File: config.mk
export PLATFORM = sky130hd
export DESIGN_NAME = spsc_ctrl
export DESIGN_NICKNAME = d
export VERILOG_FILES = /design/src/spsc_pkg.sv /design/src/spsc_ctrl.sv
export SDC_FILE = /design/constraint.sdc
export NUM_CORES = 1
export LEC_CHECK = 0
export BUFFER_PORTS_ARGS = -buffer_cell sky130_fd_sc_hd__buf_4
export CAP_MARGIN = 20
export CORE_ASPECT_RATIO = 0.8
export CORE_MARGIN = 2
export CORE_UTILIZATION = 55
export CTS_CLUSTER_DIAMETER = 50
export DETAILED_ROUTE_END_ITERATION = 8
export PLACE_DENSITY = 0.75
export SYNTH_ARGS = -nofsm -noshare
export SYNTH_HDL_FRONTEND = slang
export SYNTH_SLANG_ARGS = --single-unit
File: constraint.sdc
create_clock -name clk -period 13 [get_ports clk]
set_clock_uncertainty 0.2 [all_clocks]
set_input_delay 0.65 -clock clk [delete_from_list [all_inputs] [get_ports clk]]
set_output_delay 0.65 -clock clk [all_outputs]
set_load 0.05 [all_outputs]
File: src/spsc_pkg.sv
// Package: register map, field positions and constants of the serial port
package spsc_pkg;
    localparam int ADDR_W = 8;
    localparam int DATA_W = 32;
    // Register offsets
    localparam logic [7:0] OFF_CTRL = 8'h00;
    localparam logic [7:0] OFF_DIV = 8'h04;
    localparam logic [7:0] OFF_SSR = 8'h08;
    localparam logic [7:0] OFF_STAT = 8'h0C;
    localparam logic [7:0] OFF_RX = 8'h10;
    localparam logic [7:0] OFF_TX = 8'h20;
    localparam logic [7:0] OFF_CTRL2 = 8'h3C;
    localparam logic [7:0] OFF_CLKSEL = 8'h40;
    // serial_ctrl_reg fields
    localparam int CTRL_GO = 0;
    localparam int CTRL_RXNEG = 1;
    localparam int CTRL_TXNEG = 2;
    localparam int CTRL_LEN = 3;
    localparam int LEN_W = 5;
    localparam int CTRL_LSB = 10;
    localparam int CTRL_CLKP = 11;
    localparam int CTRL_FLAG = 16;
    localparam int CTRL_SLAVE = 18;
    // select_ctrl_reg fields
    localparam int SSR_SEL = 0;
    localparam int SSR_LVL = 2;
    localparam int SSR_AUTO = 3;
    localparam int SSR_TRIG = 4;
    localparam int SSR_LMATCH = 5;
    // serial_ctrl2_reg and system_clock_select_reg fields
    localparam int CTRL2_COMPAT = 31;
    localparam int CLKSEL_SRC = 0;
    // Status fields
    localparam int STAT_RXE = 0;
    localparam int STAT_RXF = 1;
    localparam int STAT_TXE = 2;
    localparam int STAT_TXF = 3;
    localparam int STAT_BUSY = 4;
    // Reset values
    localparam logic [15:0] DIV_RST = 16'h0000;
    localparam logic [1:0] SEL_RST = 2'h0;
    localparam logic [LEN_W-1:0] LEN_RST = 5'h00;
    // Full word length; a zero length field means this
    localparam logic [5:0] MAX_LEN = 6'h20;
    localparam int SYNC_N = 3;
    localparam int NSEL = 2;
    typedef enum logic [0:0] {ST_IDLE, ST_XFER} spsc_state_e;
endpackage

File: src/spsc_ctrl.sv
// Serial port controller: master/slave engine, select lines, clocking, FIFOs
`timescale 1ns/1ns
module spsc_ctrl import spsc_pkg::*; #(
    parameter int DEPTH = 8,
    parameter int DIV_W = 16
) (
    // Clock and reset
    input wire logic clk,
    input wire logic rst,
    // Register port
    input wire logic [ADDR_W-1:0] reg_addr,
    input wire logic [DATA_W-1:0] reg_wdata,
    input wire logic reg_wr,
    input wire logic reg_rd,
    output logic [DATA_W-1:0] reg_rdata,
    // PLL rate enable pulse, same clock domain
    input wire logic pll_tick,
    // Serial clock pin
    input wire logic sclk_i,
    output logic sclk_o,
    output logic sclk_oe,
    // Data pins
    input wire logic mosi_i,
    output logic mosi_o,
    output logic mosi_oe,
    input wire logic miso_i,
    output logic miso_o,
    output logic miso_oe,
    // Select pins
    input wire logic select_line_0_i,
    output logic [NSEL-1:0] select_line_o,
    output logic [NSEL-1:0] select_line_oe
);
    localparam int PW = $clog2(DEPTH);

    // Configuration
    logic go_q, rxneg_q, txneg_q, lsb_q, clkp_q, slave_q, flag_q;
    logic [LEN_W-1:0] len_q;
    logic [DIV_W-1:0] div_q;
    logic [NSEL-1:0] select_line_bits_q;
    logic lvl_q, auto_q, trig_q, lmatch_q, compat_q, src_q;
    // Engine
    spsc_state_e st_q;
    logic [DIV_W-1:0] hc_q;
    logic sclk_q, dout_q;
    logic [6:0] ec_q;
    logic [5:0] rcnt_q, tcnt_q;
    logic [DATA_W-1:0] txw_q, rxw_q;
    logic act_prev_q, sclk_prev_q;
    // FIFOs
    logic [DATA_W-1:0] tx_mem [DEPTH];
    logic [DATA_W-1:0] rx_mem [DEPTH];
    logic [PW:0] tw_q, tr_q, rw_q, rr_q;

    // Pin synchronisers, a change counts once stages two and three agree
    logic [3:0] pin_raw, pin_f;
    assign pin_raw = {miso_i, mosi_i, select_line_0_i, sclk_i};
    for (genvar g = 0; g < 4; g++) begin : g_sync
        logic [SYNC_N-1:0] s_q;
        logic f_q;
        always_ff @(posedge clk or posedge rst) begin
            if (rst) begin
                s_q <= '0;
                f_q <= 1'b0;
            end else begin
                s_q <= {s_q[SYNC_N-2:0], pin_raw[g]};
                if (s_q[1] == s_q[2]) begin
                    f_q <= s_q[2];
                end
            end
        end
        assign pin_f[g] = f_q;
    end

    // Decode
    logic wr_ctrl, wr_tx, rd_rx;
    assign wr_ctrl = reg_wr && reg_addr == OFF_CTRL;
    assign wr_tx = reg_wr && reg_addr == OFF_TX;
    assign rd_rx = reg_rd && reg_addr == OFF_RX;

    logic tx_empty, tx_full, rx_empty, rx_full;
    assign tx_empty = tw_q == tr_q;
    assign tx_full = tw_q == {~tr_q[PW], tr_q[PW-1:0]};
    assign rx_empty = rw_q == rr_q;
    assign rx_full = rw_q == {~rr_q[PW], rr_q[PW-1:0]};

    logic [5:0] wlen;
    assign wlen = (len_q == LEN_RST) ? MAX_LEN : {1'b0, len_q};

    // Slave view of the select input
    logic ss_act, ss_on, ss_off;
    assign ss_act = pin_f[1] == lvl_q;
    assign ss_on = ss_act && !act_prev_q;
    assign ss_off = !ss_act && act_prev_q;

    // Engine clock: source select, then divisor
    logic src_tick, half_tick;
    logic [DIV_W-1:0] hlim;
    assign src_tick = src_q ? pll_tick : 1'b1;
    // New rate: divisor+1 per half period; compatible rate halves the divisor
    assign hlim = compat_q ? (div_q >> 1) : div_q;
    // Fastest serial clock is half the bus clock, never above it
    assign half_tick = src_tick && hc_q >= hlim;

    always_ff @(posedge clk or posedge rst) begin
        if (rst) begin
            hc_q <= '0;
        end else if (st_q == ST_IDLE || half_tick) begin
            hc_q <= '0;
        end else if (src_tick) begin
            hc_q <= hc_q + 1'b1;
        end
    end

    // Edge events, shared by both roles
    logic busy, ev, rise, samp, drv, din, word_end, quiet, start;
    assign busy = st_q == ST_XFER;
    always_comb begin
        if (slave_q) begin
            ev = busy && pin_f[0] != sclk_prev_q;
            rise = pin_f[0];
            din = pin_f[2];
        end else begin
            ev = busy && half_tick;
            rise = ~sclk_q;
            din = pin_f[3];
        end
    end
    assign samp = ev && (rise ^ rxneg_q) && rcnt_q < wlen;
    assign drv = ev && (rise ^ txneg_q);

    // Word termination per role and trigger type
    always_comb begin
        word_end = 1'b0;
        if (busy) begin
            if (!slave_q) begin
                word_end = ec_q == {wlen, 1'b0};
            end else if (trig_q) begin
                word_end = rcnt_q == wlen || !ss_act;
            end else begin
                word_end = ss_off;
            end
        end
    end
    // A select drop with no bit moved is not a word
    assign quiet = slave_q && rcnt_q == '0;

    always_comb begin
        start = 1'b0;
        if (st_q == ST_IDLE && go_q) begin
            if (!slave_q) begin
                start = 1'b1;
            end else if (trig_q) begin
                start = ss_act;
            end else begin
                start = ss_on;
            end
        end
    end

    function automatic logic [4:0] bit_idx(input logic [5:0] c, input logic [5:0] n,
                                           input logic lsb);
        logic [5:0] r;
        r = lsb ? c : n - 6'd1 - c;
        return r[4:0];
    endfunction

    // Transfer state
    always_ff @(posedge clk or posedge rst) begin
        if (rst) begin
            st_q <= ST_IDLE;
            ec_q <= '0;
            rcnt_q <= '0;
            tcnt_q <= '0;
            txw_q <= '0;
            rxw_q <= '0;
        end else if (start) begin
            st_q <= ST_XFER;
            ec_q <= '0;
            rcnt_q <= '0;
            tcnt_q <= '0;
            rxw_q <= '0;
            txw_q <= tx_empty ? '0 : tx_mem[tr_q[PW-1:0]];
        end else if (word_end) begin
            st_q <= ST_IDLE;
        end else if (busy) begin
            if (ev) begin
                ec_q <= ec_q + 1'b1;
            end
            if (samp) begin
                rxw_q[bit_idx(rcnt_q, wlen, lsb_q)] <= din;
                rcnt_q <= rcnt_q + 1'b1;
            end
            if (drv) begin
                tcnt_q <= rcnt_q;
            end
        end
    end

    always_ff @(posedge clk or posedge rst) begin
        if (rst) begin
            act_prev_q <= 1'b0;
            sclk_prev_q <= 1'b0;
        end else begin
            act_prev_q <= ss_act;
            sclk_prev_q <= pin_f[0];
        end
    end

    // Serial clock and data outputs
    always_ff @(posedge clk or posedge rst) begin
        if (rst) begin
            sclk_q <= 1'b0;
            dout_q <= 1'b0;
        end else begin
            if (!busy) begin
                sclk_q <= clkp_q;
            end else if (ev && !slave_q) begin
                sclk_q <= ~sclk_q;
            end
            dout_q <= (tcnt_q < wlen) ? txw_q[bit_idx(tcnt_q, wlen, lsb_q)] : 1'b0;
        end
    end
    assign sclk_o = sclk_q;
    assign sclk_oe = ~slave_q;
    assign mosi_o = dout_q;
    assign mosi_oe = ~slave_q;
    assign miso_o = dout_q;
    assign miso_oe = slave_q && ss_act;

    // Select outputs, one per line
    for (genvar g = 0; g < NSEL; g++) begin : g_sel
        logic o_q;
        logic on;
        // Auto: enabled lines during a word; manual: bit itself
        assign on = select_line_bits_q[g] && (!auto_q || busy);
        always_ff @(posedge clk or posedge rst) begin
            if (rst) begin
                o_q <= 1'b1;
            end else begin
                o_q <= on ? lvl_q : ~lvl_q;
            end
        end
        assign select_line_o[g] = o_q;
        assign select_line_oe[g] = ~slave_q;
    end

    // Transmit FIFO
    always_ff @(posedge clk or posedge rst) begin
        if (rst) begin
            tw_q <= '0;
            tr_q <= '0;
        end else begin
            if (wr_tx && !tx_full) begin
                tw_q <= tw_q + 1'b1;
            end
            if (start && !tx_empty) begin
                tr_q <= tr_q + 1'b1;
            end
        end
    end
    always_ff @(posedge clk) begin
        if (wr_tx && !tx_full) begin
            tx_mem[tw_q[PW-1:0]] <= reg_wdata;
        end
    end

    // Receive FIFO; a word arriving while full is dropped
    logic rx_push;
    assign rx_push = word_end && !quiet && !rx_full;
    always_ff @(posedge clk or posedge rst) begin
        if (rst) begin
            rw_q <= '0;
            rr_q <= '0;
        end else begin
            if (rx_push) begin
                rw_q <= rw_q + 1'b1;
            end
            if (rd_rx && !rx_empty) begin
                rr_q <= rr_q + 1'b1;
            end
        end
    end
    always_ff @(posedge clk) begin
        if (rx_push) begin
            rx_mem[rw_q[PW-1:0]] <= rxw_q;
        end
    end

    // Go bit and unit-transfer flag: a set wins over a clear
    logic more;
    assign more = (tw_q - tr_q) != '0;
    always_ff @(posedge clk or posedge rst) begin
        if (rst) begin
            go_q <= 1'b0;
            flag_q <= 1'b0;
            lmatch_q <= 1'b0;
        end else begin
            if (wr_ctrl && reg_wdata[CTRL_GO]) begin
                go_q <= 1'b1;
            end else if (word_end && !quiet) begin
                go_q <= more;
            end
            if (word_end && !quiet) begin
                flag_q <= 1'b1;
            end else if (wr_ctrl && reg_wdata[CTRL_FLAG]) begin
                flag_q <= 1'b0;
            end
            if (word_end && !quiet && trig_q && slave_q) begin
                lmatch_q <= rcnt_q == wlen;
            end
        end
    end

    // Configuration writes
    always_ff @(posedge clk or posedge rst) begin
        if (rst) begin
            rxneg_q <= 1'b0;
            txneg_q <= 1'b0;
            len_q <= LEN_RST;
            lsb_q <= 1'b0;
            clkp_q <= 1'b0;
            slave_q <= 1'b0;
            div_q <= DIV_W'(DIV_RST);
            select_line_bits_q <= SEL_RST;
            lvl_q <= 1'b0;
            auto_q <= 1'b0;
            trig_q <= 1'b0;
            compat_q <= 1'b0;
            src_q <= 1'b0;
        end else if (reg_wr) begin
            case (reg_addr)
                OFF_CTRL: begin
                    rxneg_q <= reg_wdata[CTRL_RXNEG];
                    txneg_q <= reg_wdata[CTRL_TXNEG];
                    len_q <= reg_wdata[CTRL_LEN +: LEN_W];
                    lsb_q <= reg_wdata[CTRL_LSB];
                    clkp_q <= reg_wdata[CTRL_CLKP];
                    slave_q <= reg_wdata[CTRL_SLAVE];
                end
                OFF_DIV: div_q <= reg_wdata[DIV_W-1:0];
                OFF_SSR: begin
                    select_line_bits_q <= reg_wdata[SSR_SEL +: NSEL];
                    lvl_q <= reg_wdata[SSR_LVL];
                    auto_q <= reg_wdata[SSR_AUTO];
                    trig_q <= reg_wdata[SSR_TRIG];
                end
                OFF_CTRL2: compat_q <= reg_wdata[CTRL2_COMPAT];
                OFF_CLKSEL: src_q <= reg_wdata[CLKSEL_SRC];
                default: ;
            endcase
        end
    end

    // Read data, valid the cycle after the strobe
    logic [DATA_W-1:0] rd_d;
    always_comb begin
        rd_d = '0;
        case (reg_addr)
            OFF_CTRL: begin
                rd_d[CTRL_GO] = go_q || busy;
                rd_d[CTRL_RXNEG] = rxneg_q;
                rd_d[CTRL_TXNEG] = txneg_q;
                rd_d[CTRL_LEN +: LEN_W] = len_q;
                rd_d[CTRL_LSB] = lsb_q;
                rd_d[CTRL_CLKP] = clkp_q;
                rd_d[CTRL_FLAG] = flag_q;
                rd_d[CTRL_SLAVE] = slave_q;
            end
            OFF_DIV: rd_d[DIV_W-1:0] = div_q;
            OFF_SSR: begin
                rd_d[SSR_SEL +: NSEL] = select_line_bits_q;
                rd_d[SSR_LVL] = lvl_q;
                rd_d[SSR_AUTO] = auto_q;
                rd_d[SSR_TRIG] = trig_q;
                rd_d[SSR_LMATCH] = lmatch_q;
            end
            OFF_STAT: begin
                rd_d[STAT_RXE] = rx_empty;
                rd_d[STAT_RXF] = rx_full;
                rd_d[STAT_TXE] = tx_empty;
                rd_d[STAT_TXF] = tx_full;
                rd_d[STAT_BUSY] = busy;
            end
            OFF_RX: rd_d = rx_mem[rr_q[PW-1:0]];
            OFF_CTRL2: rd_d[CTRL2_COMPAT] = compat_q;
            OFF_CLKSEL: rd_d[CLKSEL_SRC] = src_q;
            default: rd_d = '0;
        endcase
    end
    always_ff @(posedge clk or posedge rst) begin
        if (rst) begin
            reg_rdata <= '0;
        end else if (reg_rd) begin
            reg_rdata <= rd_d;
        end else begin
            reg_rdata <= '0;
        end
    end
endmodule

# == Word-level counts from Yosys, hierarchy flattened ==
# Memory sizes are Yosys's and may differ from the RTL's.
# Cells that the tools add are included.
# word_totals
word_cells,216
memories,2
latchBits,0
reg_bits,206
ramBits,512
output_inout_bits,42
rom_bits,0
# mem_list
name,depth,word_bits,read_ports,rd_clocked_by_memory_dff,write_ports,line,source
rx_mem,8,32,1,0,1,spsc_ctrl.sv:52,logic [DATA_W-1:0] rx_mem [DEPTH];
tx_mem,8,32,1,0,1,spsc_ctrl.sv:51,logic [DATA_W-1:0] tx_mem [DEPTH];
# classes
n_mul,0
reduce_logical,60
eq_ne,21
n_shift,0
div,0
bitwise,8
addsub,11
n_lt_le_gt_ge,6
n_mux,66
# ops
operator,count
$mux 32,6
$mux 6,9
$mux 16,3
$bwmux 32,1
$mux 1,28
$mux 7,4
$logic_and 1x1->1,27
$pmux 4 s5,1
$add 16x1->16 const B,1
$add 4x1->4 const B,4
$eq 4x4->1,4
$eq 8x4->1 const B,2
$eq 8x6->1 const B,2
$ge 16x16->1,1
$reduce_bool 2->1,8
$lt 5x6->1 const B,2
$lt 6x6->1,2
$mux 12,1
$pmux 2 s3,2
$mux 5,2
$reduce_and 2->1,5
$sub 5x5->5,2
$logic_not 1->1,9
$reduce_and 3->1,3
other kinds (27),43

# == Depth between registers and ports, before layout ==
# Gate-level depths: netlist (run 1).
# depth
ltp_word,14
mapped_depth,12
mapped_depth_nobuf,11

# == Worst setup path after synthesis (run 1) ==
# OpenSTA, ideal clock, no wires.
# synth_path
kind,register to register
from,reg len_q[0]
to,mem rx_mem[0][0] (enable)
path_buffers,0
arrival_time_ps,4430
path_stages_with_launch,11
slack_ps,7909
cell_sequence,dfrtp_1 > nor4_4 > nand2_1 > ha_1 > nand2_1 > o32a_1 > nor2_1 > o21ai_2 > nor2b_4 > nand2b_1 > nor3_1
# synth_via
elab_chain_len,11
word_cells_on_any_way,12
# synth_rtl
item,line,source
start: declaration,spsc_ctrl.sv:38,logic [LEN_W-1:0] len_q;
start signal: assignment,spsc_ctrl.sv:336,len_q <= reg_wdata[CTRL_LEN +: LEN_W];
$logic_not 5->1,spsc_ctrl.sv:88,"assign wlen = (len_q == LEN_RST) ? MAX_LEN : {1'b0, len_q};"
$mux 6 (*),spsc_ctrl.sv:88,
$eq 6x6->1,spsc_ctrl.sv:139,word_end = rcnt_q == wlen || !ss_act;
$logic_or 1x1->1,spsc_ctrl.sv:139,
$mux 1,spsc_ctrl.sv:138,end else if (trig_q) begin
$mux 1 (*),spsc_ctrl.sv:136,if (!slave_q) begin
$mux 1 (*),spsc_ctrl.sv:135,if (busy) begin
$logic_and 1x1->1 (*) (2 in series),spsc_ctrl.sv:270,assign rx_push = word_end && !quiet && !rx_full;
$mux 1 (*),spsc_ctrl.sv:285,if (rx_push) begin
$mux 1 (implied by the code) (*),spsc_ctrl.sv:286,rx_mem[rw_q[PW-1:0]] <= rxw_q;
end: declaration,spsc_ctrl.sv:52,
# Mark *: on every way between the ends. The rest lies on a longest branch, timed or not.

# == Worst setup path after layout (run 1) ==
# layout_path
from,reg compat_q
to,reg tcnt_q[4]
# layout_via
elab_chain_len,8
# layout_rtl
item,line,source
start: declaration,spsc_ctrl.sv:41,"logic lvl_q, auto_q, trig_q, lmatch_q, compat_q, src_q;"
start signal: assignment,spsc_ctrl.sv:348,OFF_CTRL2: compat_q <= reg_wdata[CTRL2_COMPAT];
$mux 16,spsc_ctrl.sv:101,assign hlim = compat_q ? (div_q >> 1) : div_q;
$ge 16x16->1,spsc_ctrl.sv:103,assign half_tick = src_tick && hc_q >= hlim;
$logic_and 1x1->1,spsc_ctrl.sv:103,
$logic_and 1x1->1,spsc_ctrl.sv:124,ev = busy && half_tick;
$mux 1,spsc_ctrl.sv:119,if (slave_q) begin
$logic_and 1x1->1,spsc_ctrl.sv:130,assign drv = ev && (rise ^ txneg_q);
$reduce_bool 2->1 (no source line),--,
$reduce_and 3->1 (no source line),--,
end signal: assignment,spsc_ctrl.sv:195,tcnt_q <= rcnt_q;
end: declaration,spsc_ctrl.sv:47,"logic [5:0] rcnt_q, tcnt_q;"
# No other way between the ends.
# A chain may end at the register's enable or synchronous reset.

==> flow_metrics.env, run 1 <==
export IMPL_outcome="completed"
export IMPL_synth_edf_count=512
export IMPL_p_leak_nw=12.6
export IMPL_numCtsBuffers=71
export IMPL_final_cells=2644
export IMPL_startpoint_type="flip-flop"
export IMPL_arrival_ps=4600
export IMPL_peakVddDrop_v=0.000118
export IMPL_synth_area_mm2=0.0298
export IMPL_fin_ws_ps=8680
export IMPL_dieArea_mm2=0.0561
export IMPL_cts_buffer_depth=3
export IMPL_crit_chain="mux2i_1 > ha_1 > nand4_1 > nor3_1 > o311ai_0 > a31oi_1 > o21a_2 > nand2_2 > mux2i_1"
export IMPL_critical_path_class="reg2reg"
export IMPL_drtIter0Drc=1752
export IMPL_area_delta_synth_final_pct=13.7
export IMPL_critical_path_top_delay_family="compound AO/OA/AOI/OAI gates"
export IMPL_reg2reg_slack_ps=8680
export IMPL_boundaryPins=91
export IMPL_slowest_delay_ps=870
export IMPL_clock_latency_ps=610
export IMPL_routed_wirelength_um=63300
export IMPL_r2r_cells=9
export IMPL_crit_path_end_kind="flip-flop"
export IMPL_avgRoutedWirePerCell_um=23.9
export IMPL_seqCellArea_mm2=0.0205
export IMPL_fmax_ghz=0.231
export IMPL_grt_pass1_vias=16000
export IMPL_yosysTopAreaCell="edfxtp_1"
export IMPL_syn_num_nets=1869
export IMPL_die_x_um=264
export IMPL_fillCellCount=3653
export IMPL_finalPower_mw=6.22
export IMPL_clk_pin_slew_ps=60
export IMPL_initial_core_util_pct=55.5
export IMPL_grt_setup_unrepaired="no"
export IMPL_htreeDepth=3
export IMPL_ys_seq_area_share_pct=68.9
export IMPL_synth_cell_types=67
export IMPL_layout_common_cells="edfxtp_1 (512), dfrtp_1 (199), mux2i_1 (142)"
export IMPL_grt_remaining_overflow=0
export IMPL_maxCapViolCount=0
export IMPL_vias_per_cell=6.05
export IMPL_setup_tns_ps=0
export IMPL_crit_required_ps=13280
export IMPL_min_path_type="in2async"
export IMPL_critical_path_max_fanout=42
export IMPL_hold_viol_final=0
export IMPL_place_gp_congestion=0.856
export IMPL_ys_seq_elements=718
export IMPL_syn_inst=1769
export IMPL_dp_hpwl_um=38400
export IMPL_routed_via_count=16000
export IMPL_grt_pass1_wl_um=96000
export IMPL_relSlewSlack_pct=27.0
export IMPL_dominantRegCellSynth="edfxtp_1"
export IMPL_setup_viol=0
export IMPL_crit_slowest_cell="dfrtp_1"
export IMPL_synth_top_area_share_pct=51.6
export IMPL_grt_use_total_pct=22.9
export IMPL_placeableCoreArea_mm2=0.0537
export IMPL_min_period_ps=4320
export IMPL_worstMarginPinSlew_ps=1090
export IMPL_cts_root_buffer="clkbuf_16"
export IMPL_yosysWarnings=0
export IMPL_pre_cts_slack_ps=8780
export IMPL_r2r_start="compat_q$_DFFE_PP0P_"
export IMPL_ant_nets=0
export IMPL_drc_errors=0
export IMPL_synthArstFlopShare_pct=28.7
export IMPL_maxSlewViolCount=0
export IMPL_drtPass1Iterations=5
export IMPL_crit_top_cell="mux2i_1"
export IMPL_final_common_cell="edfxtp_1"
export IMPL_synthTopCellsByArea="edfxtp_1 (52%), dfrtp_1 (17%), mux4_2 (10%), mux2i_1 (4.8%), ha_1 (2.0%)"
export IMPL_cts_tree="yes"
export IMPL_finalCritPeriodShare_pct=33.2
export IMPL_whs_ps=36.3
export IMPL_final_layout_size_suffix_gt1_share_pct=23.0
export IMPL_avgSynthCellArea_um2=16.8
export IMPL_clock_sinks=718
export IMPL_power_per_cell_area_mw_per_mm2=184
export IMPL_postCtsSetupBuffers=0
export IMPL_r2r_end="tcnt_q[4]$_DFFE_PP0P_"
export IMPL_die_y_um=212
export IMPL_dp_cells=2504
export IMPL_antenna_found_initial=2
export IMPL_finalNetCount=1983
export IMPL_multiInputGateArea_mm2=0.00887
export IMPL_io_buffers=90
export IMPL_grt_max_degree=132
export IMPL_core_rowCount=76
export IMPL_path_buf_inv=0
-- per-layer routing --
layer | wire length (um) | part of all wire (%) | vias up | GRT usage, %
li1 | - | - | 7051 | -
met1 | 28600 | 45 | 8279 | 34.1
met2 | 28500 | 45 | 575 | 34.3
met3 | 4710 | 7.4 | 96 | 5.15
met4 | 1420 | 2.2 | 2 | 6.50
met5 | 12 | 0.019 | - | 0
-- how the worst max path moves through the flow --
| stage | cells after the start | end | from | slack [ps] |
|---|---|---|---|---|
| after CTS | 10 | rx_mem[4][10]$_DFFE_PP_ | len_q[0]$_DFFE_PP0P_ | 8730 |
| after global placement | 10 | rx_mem[2][28]$_DFFE_PP_ | len_q[0]$_DFFE_PP0P_ | 8820 |
| after global routing | 9 | tcnt_q[4]$_DFFE_PP0P_ | compat_q$_DFFE_PP0P_ | 8410 |
| after detailed placement | 10 | rx_mem[4][27]$_DFFE_PP_ | len_q[0]$_DFFE_PP0P_ | 8780 |
| after floorplan | 1 | act_prev_q$_DFF_PP0_ | rst | 6530 |
| final | 9 | tcnt_q[4]$_DFFE_PP0P_ | compat_q$_DFFE_PP0P_ | 8680 |
-- what timing repair did --
action	CTS	global route
resized for setup	0	0
hold buffers	4	0
hold endpoints to repair	4	0
-- area by class of cell --
class                      count  share of cell area [%]
tap                          702                    2.59
sequential                   718                    60.7
clock buffer                  92                    5.79
multi-input combinational    932                    26.2
clock inverter                39                    1.34
antenna                        1                 0.00739
timing repair buffer         124                    3.01
inverter                      36                   0.421
-- power breakdown --
| group | internal [mW] | total [mW] | switching [mW] |
|---|---|---|---|
| logic | 0.546 | 1.26 | 0.715 |
| registers | 2.65 | 2.86 | 0.215 |
| clock network | 1.24 | 2.10 | 0.862 |
| total | 4.43 | 6.22 | 1.79 |
-- cells in the mapped netlist, types with 33 or more instances --
library cell / count
ha_1: 48
nand2_1: 129
edfxtp_1: 512
nor2_1: 79
o21ai_0: 60
inv_1: 33
mux2_2: 39
mux2i_1: 142
clkbuf_1: 47
mux4_2: 134
dfrtp_1: 204
nand3_1: 52
-- stage by stage --
stage	util (%)	area, um2
floorplan	-	29800
detailed placement	58.3	31300
global route	63.0	33900
global placement	58.2	31300
finish	63.0	33900
CTS	62.9	33800
-- flip-flops by register name, indices dropped and copies added, names as in the netlist, 5 cells and up --
signal / cells
len_q: 5
rxw_q: 32
hc_q: 16
rcnt_q: 6
txw_q: 32
g_sync.s_q: 12
div_q: 16
tx_mem: 256
tcnt_q: 6
ec_q: 7
reg_rdata: 32
rx_mem: 256
-- cells by family after synthesis --
family	after synthesis	synth area share [%]
AOI/OAI and AO/OA	140	2.95
xor gates and xnor gates	52	1.53
adders and majority gates	55	2.35
buffers and inverters	119	1.72
DFF	718	68.9
muxes	318	16.6
and+or+nand+nor	367	5.94
No activity file was read; power rests on OpenSTA's default activity.
==> run 2, diff against run 1 <==
--- a/config.mk
+++ b/config.mk
@@ -5,6 +5,7 @@
 export SDC_FILE = /design/constraint.sdc
 export NUM_CORES = 1
 export LEC_CHECK = 0
+export ABC_AREA = 1
 export BUFFER_PORTS_ARGS = -buffer_cell sky130_fd_sc_hd__buf_4
 export CAP_MARGIN = 20
 export CORE_ASPECT_RATIO = 0.8
==> constraint.sdc (replaced) <==
create_clock -name clk -period 4.3 [get_ports clk]
set_clock_uncertainty 0.2 [all_clocks]
set_input_delay 0.215 -clock clk [delete_from_list [all_inputs] [get_ports clk]]
set_output_delay 0.215 -clock clk [all_outputs]
set_load 0.05 [all_outputs]
==> flow_metrics.env, run 2 <==
export IMPL_outcome="completed"
export IMPL_numCtsBuffers=72
export IMPL_routed_via_count=21800
export IMPL_r2r_end="rx_mem[3][30]$_DFFE_PP_"
export IMPL_peakVddDrop_v=0.000349
export IMPL_relSlewSlack_pct=37.4
export IMPL_grt_pass1_vias=21400
export IMPL_antennaDiodeCount=0
export IMPL_final_layout_size_suffix_gt1_share_pct=10.5
export IMPL_worstMarginPinSlew_ps=938
export IMPL_finalNetCount=2974
export IMPL_dieArea_mm2=0.0574
export IMPL_grt_pass1_wl_um=121000
export IMPL_grt_remaining_overflow=0
export IMPL_dp_hpwl_um=47300
export IMPL_ant_nets=0
export IMPL_crit_path_end_kind="flip-flop"
export IMPL_fmax_ghz=0.255
export IMPL_synthTopCellsByArea="edfxtp_1 (50%), dfrtp_1 (17%), nand2_1 (6.1%), o21ai_0 (5.9%), nor2_1 (4.4%)"
export IMPL_drtIter0Drc=3000
export IMPL_r2r_cells=15
export IMPL_initial_core_util_pct=55.4
export IMPL_clk_pin_slew_ps=60
export IMPL_crit_required_ps=4420
export IMPL_avgRoutedWirePerCell_um=21.1
export IMPL_boundaryPins=91
export IMPL_cts_root_buffer="clkbuf_16"
export IMPL_area_delta_synth_final_pct=14.4
export IMPL_yosysMostFrequentCell="edfxtp_1"
export IMPL_critical_path_class="reg2reg"
export IMPL_yosysTopAreaCell="edfxtp_1"
export IMPL_crit_chain="nor2_1 > nand3_2 > ha_1 > nand2_1 > nor2_1 > nand3_1 > nor2_1 > nor2_1 > nor2_1 > and3_2 > nand2_2 > inv_2 > nand2_1 > nor2_4 > buf_12"
export IMPL_r2r_start="len_q[1]$_DFFE_PP0P_"
export IMPL_synth_edf_count=512
export IMPL_die_y_um=215
export IMPL_final_area_mm2=0.0349
export IMPL_arrival_ps=4030
export IMPL_htreeDepth=3
export IMPL_crit_slowest_cell="nor2_4"
export IMPL_io_buffers=90
export IMPL_maxCapViolCount=0
export IMPL_post_cts_resized=0
export IMPL_dp_cells=3497
export IMPL_vias_per_cell=5.93
export IMPL_slowest_delay_ps=450
export IMPL_power_per_cell_area_mw_per_mm2=529
export IMPL_syn_num_nets=2858
export IMPL_synth_cell_types=56
export IMPL_grt_setup_unrepaired="no"
export IMPL_finalPower_mw=18.5
export IMPL_ys_seq_elements=718
export IMPL_setup_viol=0
export IMPL_startpoint_type="flip-flop"
export IMPL_cts_buffer_depth=3
export IMPL_drc_errors=0
export IMPL_routed_wirelength_um=77700
export IMPL_dominantRegCellSynth="edfxtp_1"
export IMPL_clock_latency_ps=620
export IMPL_core_rowCount=77
export IMPL_antenna_found_initial=3
export IMPL_synth_area_mm2=0.0305
export IMPL_finalCritPeriodShare_pct=91.0
export IMPL_syn_inst=2758
export IMPL_hold_viol_final=0
export IMPL_setup_tns_ps=0
export IMPL_synthArstFlopShare_pct=28.7
export IMPL_avgSynthCellArea_um2=11.1
export IMPL_grt_max_degree=111
export IMPL_final_common_cell="edfxtp_1"
export IMPL_grt_use_total_pct=27.4
export IMPL_yosysWarnings=0
export IMPL_placed_cell_area_mm2=0.0320
export IMPL_synth_top_area_share_pct=50.4
export IMPL_p_leak_nw=13.6
export IMPL_reg2reg_slack_ps=390
export IMPL_min_period_ps=3910
export IMPL_ys_seq_area_share_pct=67.3
export IMPL_min_path_type="in2async"
export IMPL_place_gp_congestion=0.926
export IMPL_synthTopCellsByCount="edfxtp_1 (512), nand2_1 (496), nor2_1 (360), o21ai_0 (358), dfrtp_1 (204)"
export IMPL_cts_tree="yes"
export IMPL_clock_sinks=718
export IMPL_crit_top_cell="nor2_1"
export IMPL_maxSlewViolCount=0
export IMPL_critical_path_max_fanout=20
export IMPL_placeableCoreArea_mm2=0.0550
export IMPL_layout_common_cells="edfxtp_1 (512), nand2_1 (496), o21ai_0 (358)"
export IMPL_final_cells=3684
export IMPL_drtPass1Iterations=6
export IMPL_die_x_um=267
[run 2: where the power goes]
group          total [mW]  switching [mW]  leakage (nW)  internal [mW]
Clock                6.20            2.72          1.14           3.48
Sequential           8.21           0.372          7.41           7.84
Combinational        4.06            2.84          5.01           1.22
Total                18.5            5.93          13.6           12.5
[run 2: cell families (layout without fill, tap and decap cells)]
logic type                 after synthesis  after routing  synth area share [%]
AOI/OAI and AO/OA                      621            621                  11.5
adders and majority gates               55             55                  2.30
xor gates and xnor gates                35             35                  1.03
buffers and inverters                  312            488                  4.15
muxes                                    1              1                0.0369
and+or+nand+nor                       1016           1016                  13.7
DFF                                    718            718                  67.3
[run 2: what timing repair did]
| action | in CTS | in global routing |
|---|---|---|
| endpoints found under the hold margin | 358 | 0 |
| hold buffers | 53 | 0 |
| buffers inserted | 0 | 0 |
[run 2: metrics by stage]
step,setup WS [ps],util [%],hold slack (ps)
2_1_floorplan,-370,-,46.4
3_3_place_gp,598,58.2,108
3_5_place_dp,445,58.2,108
4_1_cts,408,63.4,15.3
5_1_grt,65.2,63.4,42.9
6_report,385,63.4,47.7
[run 2: layout make-up]
cell class / instances / area [um2]
Clock buffer: 98 / 2020
Clock inverter: 36 / 324
Fill cell: 4015 / 20100
Inverter: 163 / 617
Multi-Input combinational cell: 1728 / 8820
Sequential cell: 718 / 20500
Tap cell: 750 / 938
Timing Repair Buffer: 191 / 1640
[run 2: metal layers]
layer  routed length (um)  part of all wire [%]  vias to the layer above  GRT usage [%]
met5                   50                 0.064                        -              0
met4                 1660                   2.1                        6           7.30
met3                 8400                    11                      137           6.74
met2                34100                    44                     1100           39.8
met1                33500                    43                    10700           41.4
li1                     -                     -                     9889              -
[run 2: worst max path at each step]
| stage | start | endpoint | cells past startpoint |
|---|---|---|---|
| 2_1_floorplan | tr_q[2]$_DFFE_PP0P_ | tx_mem[4][0]$_DFFE_PP_ | 13 |
| 3_3_place_gp | len_q[1]$_DFFE_PP0P_ | rx_mem[3][26]$_DFFE_PP_ | 15 |
| 3_5_place_dp | len_q[1]$_DFFE_PP0P_ | rx_mem[3][10]$_DFFE_PP_ | 15 |
| 4_1_cts | len_q[1]$_DFFE_PP0P_ | rx_mem[3][4]$_DFFE_PP_ | 15 |
| 5_1_grt | len_q[1]$_DFFE_PP0P_ | rx_mem[3][10]$_DFFE_PP_ | 15 |
| 6_report | len_q[1]$_DFFE_PP0P_ | rx_mem[3][30]$_DFFE_PP_ | 15 |
[run 2: critical path, delay by kind of cell, from the launching register on]
| kind | cells | cell delay [ps] |
|---|---|---|
| adders and majority gates | 1 | 320 |
| and+or+nand+nor | 12 | 2250 |
| DFF | 1 | 420 |
| buffers and inverters | 2 | 390 |
